$ cat src/tdc_regs.svh
`ifndef TDC_REGS_SVH
`define TDC_REGS_SVH

// register offsets inside one channel block
`define TDC_OFF_CTRL 5'h00
`define TDC_OFF_SRC 5'h04
`define TDC_OFF_DST 5'h08
`define TDC_OFF_CNT 5'h0c
`define TDC_OFF_STAT 5'h10

// status bit positions
`define TDC_ST_ACTIVE 0
`define TDC_ST_DONE 1
`define TDC_ST_EVENT 2

// reset values
`define TDC_CTRL_RST 14'h0000
`define TDC_WORD_RST 32'h0000_0000

// size codes
`define TDC_SZ_BYTE 2'h0
`define TDC_SZ_WORD 2'h1

// shortest engine bus cycle in clocks
`define TDC_BUS_MIN_CYC 2

`endif

$ cat src/tdc_pkg.sv
package tdc_pkg;

  // channel control register layout
  typedef struct packed {
    logic ev_en;
    logic [1:0] bw;
    logic dst_inc;
    logic src_inc;
    logic [1:0] dst_sz;
    logic [1:0] src_sz;
    logic burst;
    logic int_req;
    logic dir_in;
    logic single;
    logic start;
  } tdc_ctrl_t;

  // engine sequencer states
  typedef enum logic [3:0] {
    TDC_IDLE = 4'h1,
    TDC_ARB = 4'h2,
    TDC_SRC = 4'h4,
    TDC_DST = 4'h8
  } tdc_state_t;

  // bytes moved by one access of a size code
  function automatic logic [2:0] sz_bytes(input logic [1:0] sz);
    case (sz)
      2'h0: sz_bytes = 3'h1;
      2'h1: sz_bytes = 3'h2;
      default: sz_bytes = 3'h4;
    endcase
  endfunction

endpackage

$ cat src/tdc_top.sv
`timescale 1ns/100ps
`include "tdc_regs.svh"
module tdc_top #(
  parameter int NCH = 2,
  parameter int CW = 1
) (
  // clock and reset
  input wire logic CLK_SYS,
  input wire logic RST,
  // wishbone register slave
  input wire logic WB_CYC,
  input wire logic WB_STB,
  input wire logic WB_WE,
  input wire logic [7:0] WB_ADR,
  input wire logic [3:0] WB_SEL,
  input wire logic [31:0] WB_DAT_W,
  output logic [31:0] WB_DAT_R,
  output logic WB_ACK,
  // peripheral handshake, one bit per channel
  input wire logic [NCH-1:0] DREQ,
  output logic [NCH-1:0] DACK,
  output logic [NCH-1:0] DONE,
  // bus arbitration
  output logic BUS_REQ,
  input wire logic BUS_GRANT,
  // system bus master
  output logic [31:0] MEM_ADDR,
  output logic [31:0] MEM_WDATA,
  output logic [1:0] MEM_SIZE,
  output logic MEM_WE,
  output logic MEM_STB,
  output logic MEM_DMA,
  input wire logic [31:0] MEM_RDATA,
  input wire logic MEM_ACK,
  input wire logic [1:0] MEM_PORT
);

  // ----------------------------------------------------------------
  // state
  // ----------------------------------------------------------------
  tdc_pkg::tdc_ctrl_t ctrl_q [NCH];
  logic [31:0] src_q [NCH];
  logic [31:0] dst_q [NCH];
  logic [31:0] cnt_q [NCH];
  logic [1:0] port_q [NCH];
  logic [1:0] slot_q [NCH];
  logic [15:0] idle_q [NCH];
  logic [NCH-1:0] act_q, done_q, ev_q, pend_q;
  logic [NCH-1:0] dreq_s1_q, dreq_s2_q, dreq_prev_q;
  tdc_pkg::tdc_state_t st_q;
  logic [CW-1:0] cur_q, last_q, pick, idx;
  logic ext_q, first_q;
  logic [31:0] hold_q;
  logic [2:0] hold_n_q;
  logic [15:0] len_q;

  tdc_pkg::tdc_ctrl_t cc;
  logic [2:0] src_n, dst_n, step, hold_nr, hold_nw;
  logic [31:0] rd_mask, hold_r, wmask;
  logic ack_ok, last, fin, op_end, found, any_el, wr, wb_ok;
  logic [NCH-1:0] el_ext, el_int;
  logic [CW-1:0] wb_ch;
  logic [4:0] wb_off;

  // ----------------------------------------------------------------
  // datapath helpers for the channel in service
  // ----------------------------------------------------------------
  always_comb begin
    cc = ctrl_q[cur_q];
    src_n = tdc_pkg::sz_bytes(cc.src_sz);
    dst_n = tdc_pkg::sz_bytes(cc.dst_sz);
    step = cc.single ? src_n : dst_n;
    ack_ok = MEM_STB && MEM_ACK && !first_q;
    last = cnt_q[cur_q] <= {29'h0, step};
    if (src_n == 3'h4) begin
      rd_mask = 32'hffff_ffff;
    end else if (src_n == 3'h2) begin
      rd_mask = 32'h0000_ffff;
    end else begin
      rd_mask = 32'h0000_00ff;
    end
    hold_r = (hold_q << {src_n, 3'h0}) | (MEM_RDATA & rd_mask);
    hold_nr = hold_n_q + src_n;
    hold_nw = hold_n_q - dst_n;
    fin = ack_ok && last && ((st_q == tdc_pkg::TDC_DST) || (st_q == tdc_pkg::TDC_SRC && cc.single));
    op_end = fin || (ack_ok && st_q == tdc_pkg::TDC_SRC && cc.single) ||
             (ack_ok && st_q == tdc_pkg::TDC_DST && hold_nw < dst_n);
  end

  // channel eligibility and round robin pick
  always_comb begin
    idx = '0;
    pick = last_q;
    found = 1'b0;
    for (int c = 0; c < NCH; c++) begin
      el_ext[c] = act_q[c] && (ctrl_q[c].burst ? dreq_s2_q[c] : pend_q[c]);
      el_int[c] = act_q[c] && !ctrl_q[c].single && ctrl_q[c].int_req && idle_q[c] == 16'h0;
    end
    for (int k = 1; k <= NCH; k++) begin
      idx = CW'((int'(last_q) + k) % NCH);
      if (!found && (el_ext[idx] || el_int[idx])) begin
        pick = idx;
        found = 1'b1;
      end
    end
    any_el = found;
  end

  // register bus decode and byte lanes
  always_comb begin
    wb_ch = WB_ADR[5+CW-1:5];
    wb_off = WB_ADR[4:0];
    wb_ok = (WB_ADR[7:5+CW] == '0) && (int'(wb_ch) < NCH);
    wr = WB_CYC && WB_STB && WB_WE && WB_ACK && wb_ok;
    wmask = {{8{WB_SEL[3]}}, {8{WB_SEL[2]}}, {8{WB_SEL[1]}}, {8{WB_SEL[0]}}};
  end

  // ----------------------------------------------------------------
  // input synchronisers and cycle steal requests
  // ----------------------------------------------------------------
  always_ff @(posedge CLK_SYS or posedge RST) begin
    if (RST) begin
      dreq_s1_q <= '0;
      dreq_s2_q <= '0;
      dreq_prev_q <= '0;
      pend_q <= '0;
    end else begin
      dreq_s1_q <= DREQ;
      dreq_s2_q <= dreq_s1_q;
      dreq_prev_q <= dreq_s2_q;
      for (int c = 0; c < NCH; c++) begin
        // requests seen while the channel is stopped are dropped, a same-cycle edge still wins
        if (!act_q[c] || (st_q == tdc_pkg::TDC_IDLE && any_el && int'(pick) == c && el_ext[c])) begin
          pend_q[c] <= 1'b0;
        end
        if (dreq_s2_q[c] && !dreq_prev_q[c]) begin
          pend_q[c] <= 1'b1;
        end
      end
    end
  end

  // ----------------------------------------------------------------
  // engine sequencer and bus master
  // ----------------------------------------------------------------
  always_ff @(posedge CLK_SYS or posedge RST) begin
    if (RST) begin
      st_q <= tdc_pkg::TDC_IDLE;
      cur_q <= '0;
      last_q <= '0;
      ext_q <= 1'b0;
      first_q <= 1'b0;
      hold_q <= `TDC_WORD_RST;
      hold_n_q <= 3'h0;
      len_q <= 16'h0;
      BUS_REQ <= 1'b0;
      DACK <= '0;
      MEM_ADDR <= `TDC_WORD_RST;
      MEM_WDATA <= `TDC_WORD_RST;
      MEM_SIZE <= `TDC_SZ_BYTE;
      MEM_WE <= 1'b0;
      MEM_STB <= 1'b0;
      MEM_DMA <= 1'b0;
    end else begin
      case (st_q)
        tdc_pkg::TDC_IDLE: begin
          MEM_STB <= 1'b0;
          MEM_DMA <= 1'b0;
          MEM_WE <= 1'b0;
          DACK <= '0;
          hold_n_q <= 3'h0;
          len_q <= 16'h0;
          if (any_el) begin
            cur_q <= pick;
            last_q <= pick;
            ext_q <= el_ext[pick];
            BUS_REQ <= 1'b1;
            st_q <= tdc_pkg::TDC_ARB;
          end else begin
            BUS_REQ <= 1'b0;
          end
        end
        tdc_pkg::TDC_ARB: begin
          if (BUS_GRANT) begin
            st_q <= tdc_pkg::TDC_SRC;
            MEM_STB <= 1'b1;
            MEM_DMA <= 1'b1;
            first_q <= 1'b1;
            len_q <= len_q + 16'h1;
            MEM_SIZE <= cc.src_sz;
            DACK <= ext_q ? (NCH'(1) << cur_q) : '0;
            if (cc.single && cc.dir_in) begin
              MEM_WE <= 1'b1;
              MEM_ADDR <= dst_q[cur_q];
            end else begin
              MEM_WE <= 1'b0;
              MEM_ADDR <= src_q[cur_q];
            end
          end
        end
        tdc_pkg::TDC_SRC: begin
          len_q <= len_q + 16'h1;
          first_q <= 1'b0;
          if (ack_ok) begin
            first_q <= 1'b1;
            if (cc.single) begin
              st_q <= tdc_pkg::TDC_IDLE;
              MEM_STB <= 1'b0;
              MEM_DMA <= 1'b0;
              MEM_WE <= 1'b0;
              DACK <= '0;
            end else begin
              hold_q <= hold_r;
              hold_n_q <= hold_nr;
              if (hold_nr >= dst_n) begin
                st_q <= tdc_pkg::TDC_DST;
                MEM_WE <= 1'b1;
                MEM_SIZE <= cc.dst_sz;
                MEM_ADDR <= dst_q[cur_q];
                MEM_WDATA <= hold_r >> {hold_nr - dst_n, 3'h0};
              end else begin
                MEM_ADDR <= src_q[cur_q] + (cc.src_inc ? {29'h0, src_n} : 32'h0);
              end
            end
          end
        end
        tdc_pkg::TDC_DST: begin
          len_q <= len_q + 16'h1;
          first_q <= 1'b0;
          if (ack_ok) begin
            first_q <= 1'b1;
            hold_n_q <= hold_nw;
            if (fin || hold_nw < dst_n) begin
              st_q <= tdc_pkg::TDC_IDLE;
              MEM_STB <= 1'b0;
              MEM_DMA <= 1'b0;
              MEM_WE <= 1'b0;
              DACK <= '0;
            end else begin
              MEM_ADDR <= dst_q[cur_q] + (cc.dst_inc ? {29'h0, dst_n} : 32'h0);
              MEM_WDATA <= hold_q >> {hold_nw - dst_n, 3'h0};
            end
          end
        end
        default: begin
          st_q <= tdc_pkg::TDC_IDLE;
        end
      endcase
    end
  end

  // ----------------------------------------------------------------
  // channel registers: software writes, engine updates win
  // ----------------------------------------------------------------
  always_ff @(posedge CLK_SYS or posedge RST) begin
    if (RST) begin
      act_q <= '0;
      done_q <= '0;
      ev_q <= '0;
      for (int c = 0; c < NCH; c++) begin
        ctrl_q[c] <= `TDC_CTRL_RST;
        src_q[c] <= `TDC_WORD_RST;
        dst_q[c] <= `TDC_WORD_RST;
        cnt_q[c] <= `TDC_WORD_RST;
        port_q[c] <= 2'h0;
      end
    end else begin
      for (int c = 0; c < NCH; c++) begin
        if (wr && int'(wb_ch) == c) begin
          case (wb_off)
            `TDC_OFF_CTRL: begin
              ctrl_q[c] <= tdc_pkg::tdc_ctrl_t'((ctrl_q[c] & wmask[13:0]) ^ ctrl_q[c] ^ (WB_DAT_W[13:0] & wmask[13:0]));
              if (WB_SEL[0]) begin
                act_q[c] <= WB_DAT_W[0];
              end
            end
            `TDC_OFF_SRC: begin
              if (!act_q[c]) begin
                src_q[c] <= (src_q[c] & ~wmask) | (WB_DAT_W & wmask);
              end
            end
            `TDC_OFF_DST: begin
              if (!act_q[c]) begin
                dst_q[c] <= (dst_q[c] & ~wmask) | (WB_DAT_W & wmask);
              end
            end
            `TDC_OFF_CNT: begin
              if (!act_q[c]) begin
                cnt_q[c] <= (cnt_q[c] & ~wmask) | (WB_DAT_W & wmask);
              end
            end
            `TDC_OFF_STAT: begin
              if (WB_SEL[0] && WB_DAT_W[`TDC_ST_DONE]) begin
                done_q[c] <= 1'b0;
              end
              if (WB_SEL[0] && WB_DAT_W[`TDC_ST_EVENT]) begin
                ev_q[c] <= 1'b0;
              end
            end
            default: begin
            end
          endcase
        end
        if (int'(cur_q) == c && ack_ok) begin
          port_q[c] <= MEM_PORT;
          if (st_q == tdc_pkg::TDC_SRC && cc.single) begin
            cnt_q[c] <= cnt_q[c] - {29'h0, step};
            if (cc.dir_in && cc.dst_inc) begin
              dst_q[c] <= dst_q[c] + {29'h0, src_n};
            end else if (!cc.dir_in && cc.src_inc) begin
              src_q[c] <= src_q[c] + {29'h0, src_n};
            end
          end else if (st_q == tdc_pkg::TDC_SRC && cc.src_inc) begin
            src_q[c] <= src_q[c] + {29'h0, src_n};
          end else if (st_q == tdc_pkg::TDC_DST) begin
            cnt_q[c] <= cnt_q[c] - {29'h0, dst_n};
            if (cc.dst_inc) begin
              dst_q[c] <= dst_q[c] + {29'h0, dst_n};
            end
          end
        end
        if (int'(cur_q) == c && fin) begin
          act_q[c] <= 1'b0;
          done_q[c] <= 1'b1;
          if (cc.ev_en) begin
            ev_q[c] <= 1'b1;
          end
        end
      end
    end
  end

  // bandwidth throttle for internal requests
  always_ff @(posedge CLK_SYS or posedge RST) begin
    if (RST) begin
      for (int c = 0; c < NCH; c++) begin
        slot_q[c] <= 2'h0;
        idle_q[c] <= 16'h0;
      end
    end else begin
      for (int c = 0; c < NCH; c++) begin
        if (int'(cur_q) == c && op_end && !ext_q) begin
          if (slot_q[c] >= ctrl_q[c].bw) begin // share lowered since last run: throttle at once
            slot_q[c] <= 2'h0;
            idle_q[c] <= 16'((2'h3 - ctrl_q[c].bw) * (17'(len_q) + 17'h1));
          end else begin
            slot_q[c] <= slot_q[c] + 2'h1;
          end
        end else if (idle_q[c] != 16'h0) begin
          idle_q[c] <= idle_q[c] - 16'h1;
        end
      end
    end
  end

  // done pulses
  always_ff @(posedge CLK_SYS or posedge RST) begin
    if (RST) begin
      DONE <= '0;
    end else begin
      for (int c = 0; c < NCH; c++) begin
        DONE[c] <= fin && int'(cur_q) == c;
      end
    end
  end

  // ----------------------------------------------------------------
  // wishbone answer
  // ----------------------------------------------------------------
  always_ff @(posedge CLK_SYS or posedge RST) begin
    if (RST) begin
      WB_ACK <= 1'b0;
      WB_DAT_R <= `TDC_WORD_RST;
    end else begin
      WB_ACK <= WB_CYC && WB_STB && !WB_ACK;
      if (WB_CYC && WB_STB && !WB_ACK) begin
        WB_DAT_R <= `TDC_WORD_RST;
        if (wb_ok) begin
          case (wb_off)
            `TDC_OFF_CTRL: WB_DAT_R <= {18'h0, ctrl_q[wb_ch]};
            `TDC_OFF_SRC: WB_DAT_R <= src_q[wb_ch];
            `TDC_OFF_DST: WB_DAT_R <= dst_q[wb_ch];
            `TDC_OFF_CNT: WB_DAT_R <= cnt_q[wb_ch];
            `TDC_OFF_STAT: WB_DAT_R <= {26'h0, port_q[wb_ch], 1'b0, ev_q[wb_ch], done_q[wb_ch], act_q[wb_ch]};
            default: WB_DAT_R <= `TDC_WORD_RST;
          endcase
        end
      end
    end
  end
endmodule
$ cat config.mk
export PLATFORM = sky130hd
export DESIGN_NAME = tdc_top
export DESIGN_NICKNAME = d
export VERILOG_FILES = /design/src/tdc_pkg.sv /design/src/tdc_top.sv
export VERILOG_INCLUDE_DIRS = /design/src
export SDC_FILE = /design/constraint.sdc
export NUM_CORES = 2
export LEC_CHECK = 0
export ABC_AREA = 1
export BUFFER_PORTS_ARGS = -buffer_cell sky130_fd_sc_hd__buf_2
export CAP_MARGIN = 20
export CELL_PAD_IN_SITES_DETAIL_PLACEMENT = 0
export CELL_PAD_IN_SITES_GLOBAL_PLACEMENT = 2
export CORE_MARGIN = 4
export CORE_UTILIZATION = 35
export CTS_CLUSTER_DIAMETER = 150
export DETAILED_ROUTE_END_ITERATION = 10
export GPL_TIMING_DRIVEN = 0
export PLACE_DENSITY_LB_ADDON = 0.1
export SLEW_MARGIN = 20
export SYNTH_ARGS = -nofsm -noshare
export SYNTH_HDL_FRONTEND = slang
export SYNTH_SLANG_ARGS = --single-unit
export TNS_END_PERCENT = 20
$ cat constraint.sdc
create_clock -name CLK_SYS -period 17.3 [get_ports CLK_SYS]
set_clock_uncertainty 0.15 [all_clocks]
set_input_delay 3.46 -clock CLK_SYS [delete_from_list [all_inputs] [get_ports CLK_SYS]]
set_output_delay 3.46 -clock CLK_SYS [all_outputs]
set_load 0.1 [all_outputs]
==> impl_metrics.csv <==
group,metric,value,unit
hold_path,hold_path.class,"reg2reg",
setup_path,end_kind,"flip-flop",
setup_path,cp_max_fo,11,
pwr,seq_power_share,20.7,%
synthesis,synth_cell_types,66,
job,cap_violations,0,
sta,final.period_utilization,46.9,%
sta,hold_viol,0,
clocking,cts.clk_slew.worst_paths,0.06,ns
floorplanning,floorplan.initialDensity,35.3,%
placement,placed_area,42000,sq um
clocking,cts_made_buffers,61,
synthesis,synth-edff-count,0,
sta,hold_slack,0.205,ns
synthesis,synthesis.nets,6519,
routing,drc,0,
global_route,grt_pass1_wl,333000,microns
clocking,post_cts_buffers,0,
global_route,grt_usage,39.9,%
floorplanning,ios,194,
clocking,hold_buffers,0,
pwr,cellPowerDensity,147,nW/um^2
final_layout,fin_area,44300,sq um
routing,avgViaCountPerCell,5.91,
synthesis,yosysTopAreaCellShare,28.0,%
clocking,clkSinkCount,438,
routing,routed_wl,241000,microns
final_layout,final_common_cell,"nand2_1",
sta,rsz0062_at_grt,"false",
pwr,max-vdd-ir-drop,0.000138,V
final_layout,final_cell_mix,"nand2_1 (1839), inv_1 (738), o21ai_0 (691), nor2_1 (586), nand3_1 (464)",
clocking,clk_latency,0.73,ns
final_layout,final_nets,6781,
synthesis,postSynthRegisterBits,438,
placement,io_buffers,190,
final_layout,drive_above_1_share,8.61,%
pwr,clockPowerShare,22.2,%
setup_path,required,17.71,ns
synthesis,seq_area_frac_synth,28.1,%
setup_path,crit_type,"reg2reg",
final_layout,syn_to_final_growth,13.5,%
routing,drtIter0Drc,6389,
clocking,cts_root_buf,"clkbuf_16",
global_route,grt_pass1_vias,43500,
sta,max_clock_freq,123,MHz
synthesis,synth_area_leaders,"dfrtp_1 (28%), nand2_1 (18%), o21ai_0 (8.9%), inv_1 (7.1%), nand3_1 (6.0%)",
synthesis,avgSynthCellArea,6.19,sq um
synthesis,ys_warn_count,0,
sta,maxSlewViolCount,0,
placement,dp.cells,7993,
clocking,cts_tree,"yes",
sta,setup_violations,0,
global_route,grt_max_degree,93,
synthesis,syn_area,39000,sq um
clocking,cts_resized,0,
global_route,grt_overflow,0,
routing,firstDrtPassIters,7,
sta,slew_headroom,13.1,%
floorplanning,rows,122,
routing,wire_per_inst,29.7,microns
routing,ant_nets,0,
pwr,combPwrFrac,57.1,%
floorplanning,die_h,342,microns
synthesis,syn_inst,6306,
pwr,p_sw_share,55.9,%
clocking,clockBufferDepth,3,
clocking,htreeDepth,2,
global_route,grt_antenna_before_repair,25,
setup_path,crit_arrival,8.53,ns
final_layout,final_util,40.0,%
synthesis,synthFlopType,"dfrtp_1",
floorplanning,die_w,342,microns
synthesis,async_flop_share,100,%
sta,fin_crit,8.12,ns
floorplanning,core,111000,sq um
final_layout,fin_cells,8125,
placement,place_congestion,1.05,
setup_path,cp-start-kind,"flip-flop",
pwr,p_sw,3.63,mW
pwr,p_int,2.87,mW
setup_path,reg2regPathDepth,21,
hold_path,hold_depth,0,
synthesis,synth.largest_area_cell,"dfrtp_1",
floorplanning,dieArea,117000,sq um
pwr,power.leakage,21.0,nW
sta,tightest_slew,1.30,ns
outcome,status,"finished clean",
placement,post-dp-hpwl,192000,microns
routing,dr_total_vias,48000,
-- critical path, cell delays in order (launching register included) --
cell and delay (ns):
dfrtp_1 0.57, buf_6 0.26, buf_6 0.18, buf_6 0.17
buf_4 0.21, o21ai_2 0.62, inv_1 0.49, nor2_1 0.99
inv_1 0.79, fa_1 0.65, xor2_1 0.18, xnor2_1 0.19
inv_1 0.07, ha_1 0.32, a21oi_1 0.16, nand2_1 0.11
nand2_1 0.08, nand3_1 0.23, a21boi_1 0.78, o21ai_0 0.43
nand3_1 0.18, o21ai_0 0.09
-- layout make-up --
class / count / area [sq um]
clock buffers: 79 / 1680
multi-input cells: 4843 / 24000
plain buffers: 260 / 1200
repair buffers: 199 / 1130
flip-flops and latches: 438 / 11000
well taps: 1488 / 1860
diodes: 18 / 45.0
inverters: 765 / 2880
clock inverters: 35 / 528
fillers: 12300 / 66400
-- routing by layer --
metal  part of all wire (%)  up-vias  global-route usage (%)
met5                  0.029        -                       0
met2                     40     2918                    56.7
met3                     11      504                    10.1
li1                       -    21400                       -
met1                     43    23200                    56.1
met4                    5.4       10                    19.0
-- synth_stat cells (4+ instances only) --
cell type and n:
a211oi_1 4, a21o_1 5, a21oi_1 331, a221oi_1 8, a22o_1 5, a22oi_1 28
a31oi_1 20, a41oi_1 4, buf_1 22, buf_2 64, buf_4 4, buf_6 12
clkbuf_1 155, dfrtp_1 437, fa_1 18, ha_1 108, inv_1 739, inv_2 23
nand2_1 1839, nand2_2 11, nand3_1 464, nand4_1 66, nor2_1 587, nor2_2 24
nor2_4 9, nor3_1 113, nor3_2 9, nor3b_1 6, nor4_1 15, o2111ai_1 7
o211ai_1 88, o211ai_2 5, o21ai_0 694, o21ai_1 42, o21ai_2 45, o21bai_1 8
o221ai_1 14, o22ai_1 77, o31ai_1 18, o32ai_1 10, or2_2 25, xnor2_1 15
xor2_1 82
-- sequential cells by signal, indices dropped and copies added, names as in the netlist, 16 cells and up, named ones only --
signal,cells
MEM_ADDR,32
len_q,16
hold_q,32
WB_DAT_R,32
idle_q,32
cnt_q,64
dst_q,64
MEM_WDATA,32
src_q,64
-- final timing paths --
check                                            start                endpoint  slack, ns
max in group asynchronous                          RST      cnt_q[8]$_DFF_PP0_      13.03
worst max-delay path                last_q$_DFFE_PP0P_   idle_q[0]$_DFFE_PP0P_       9.18
worst max register to register      last_q$_DFFE_PP0P_   idle_q[0]$_DFFE_PP0P_       9.18
worst min-delay path            dreq_s1_q[1]$_DFF_PP0_  dreq_s2_q[1]$_DFF_PP0_       0.21
worst min register to register  dreq_s1_q[1]$_DFF_PP0_  dreq_s2_q[1]$_DFF_PP0_       0.21
min in group asynchronous                          RST      dst_q[9]$_DFF_PP0_       2.64
-- per-stage QoR --
stage	setup WS (ns)	power, mW	setup TNS [ns]
finish	9.18	6.50	0
global route	8.94	6.77	0
CTS	9.30	6.41	0
detailed placement	9.36	4.95	0
global placement	-5.94	4.95	-2536.92
floorplan	1.49	3.64	0
-- kinds of logic after synthesis --
logic type	synth area share (%)
flip-flops	28.1
multiplexers	0.138
XOR/XNOR	2.18
AND/OR/NAND/NOR	34.0
buffers and inverters	10.4
AO/OA/AOI/OAI	20.8
adder cells (fa/ha/maj)	4.39
-- power by group through the flow --
| stage | clock network (mW) | logic, mW | registers (mW) |
|---|---|---|---|
| after floorplan | 0 | 1.85 | 1.80 |
| after global placement | 0 | 3.59 | 1.35 |
| after detailed placement | 0 | 3.60 | 1.35 |
| after CTS | 1.45 | 3.61 | 1.34 |
| after global routing | 1.49 | 3.93 | 1.36 |
| final | 1.44 | 3.71 | 1.35 |
Power figures use the tool's default switching activity.
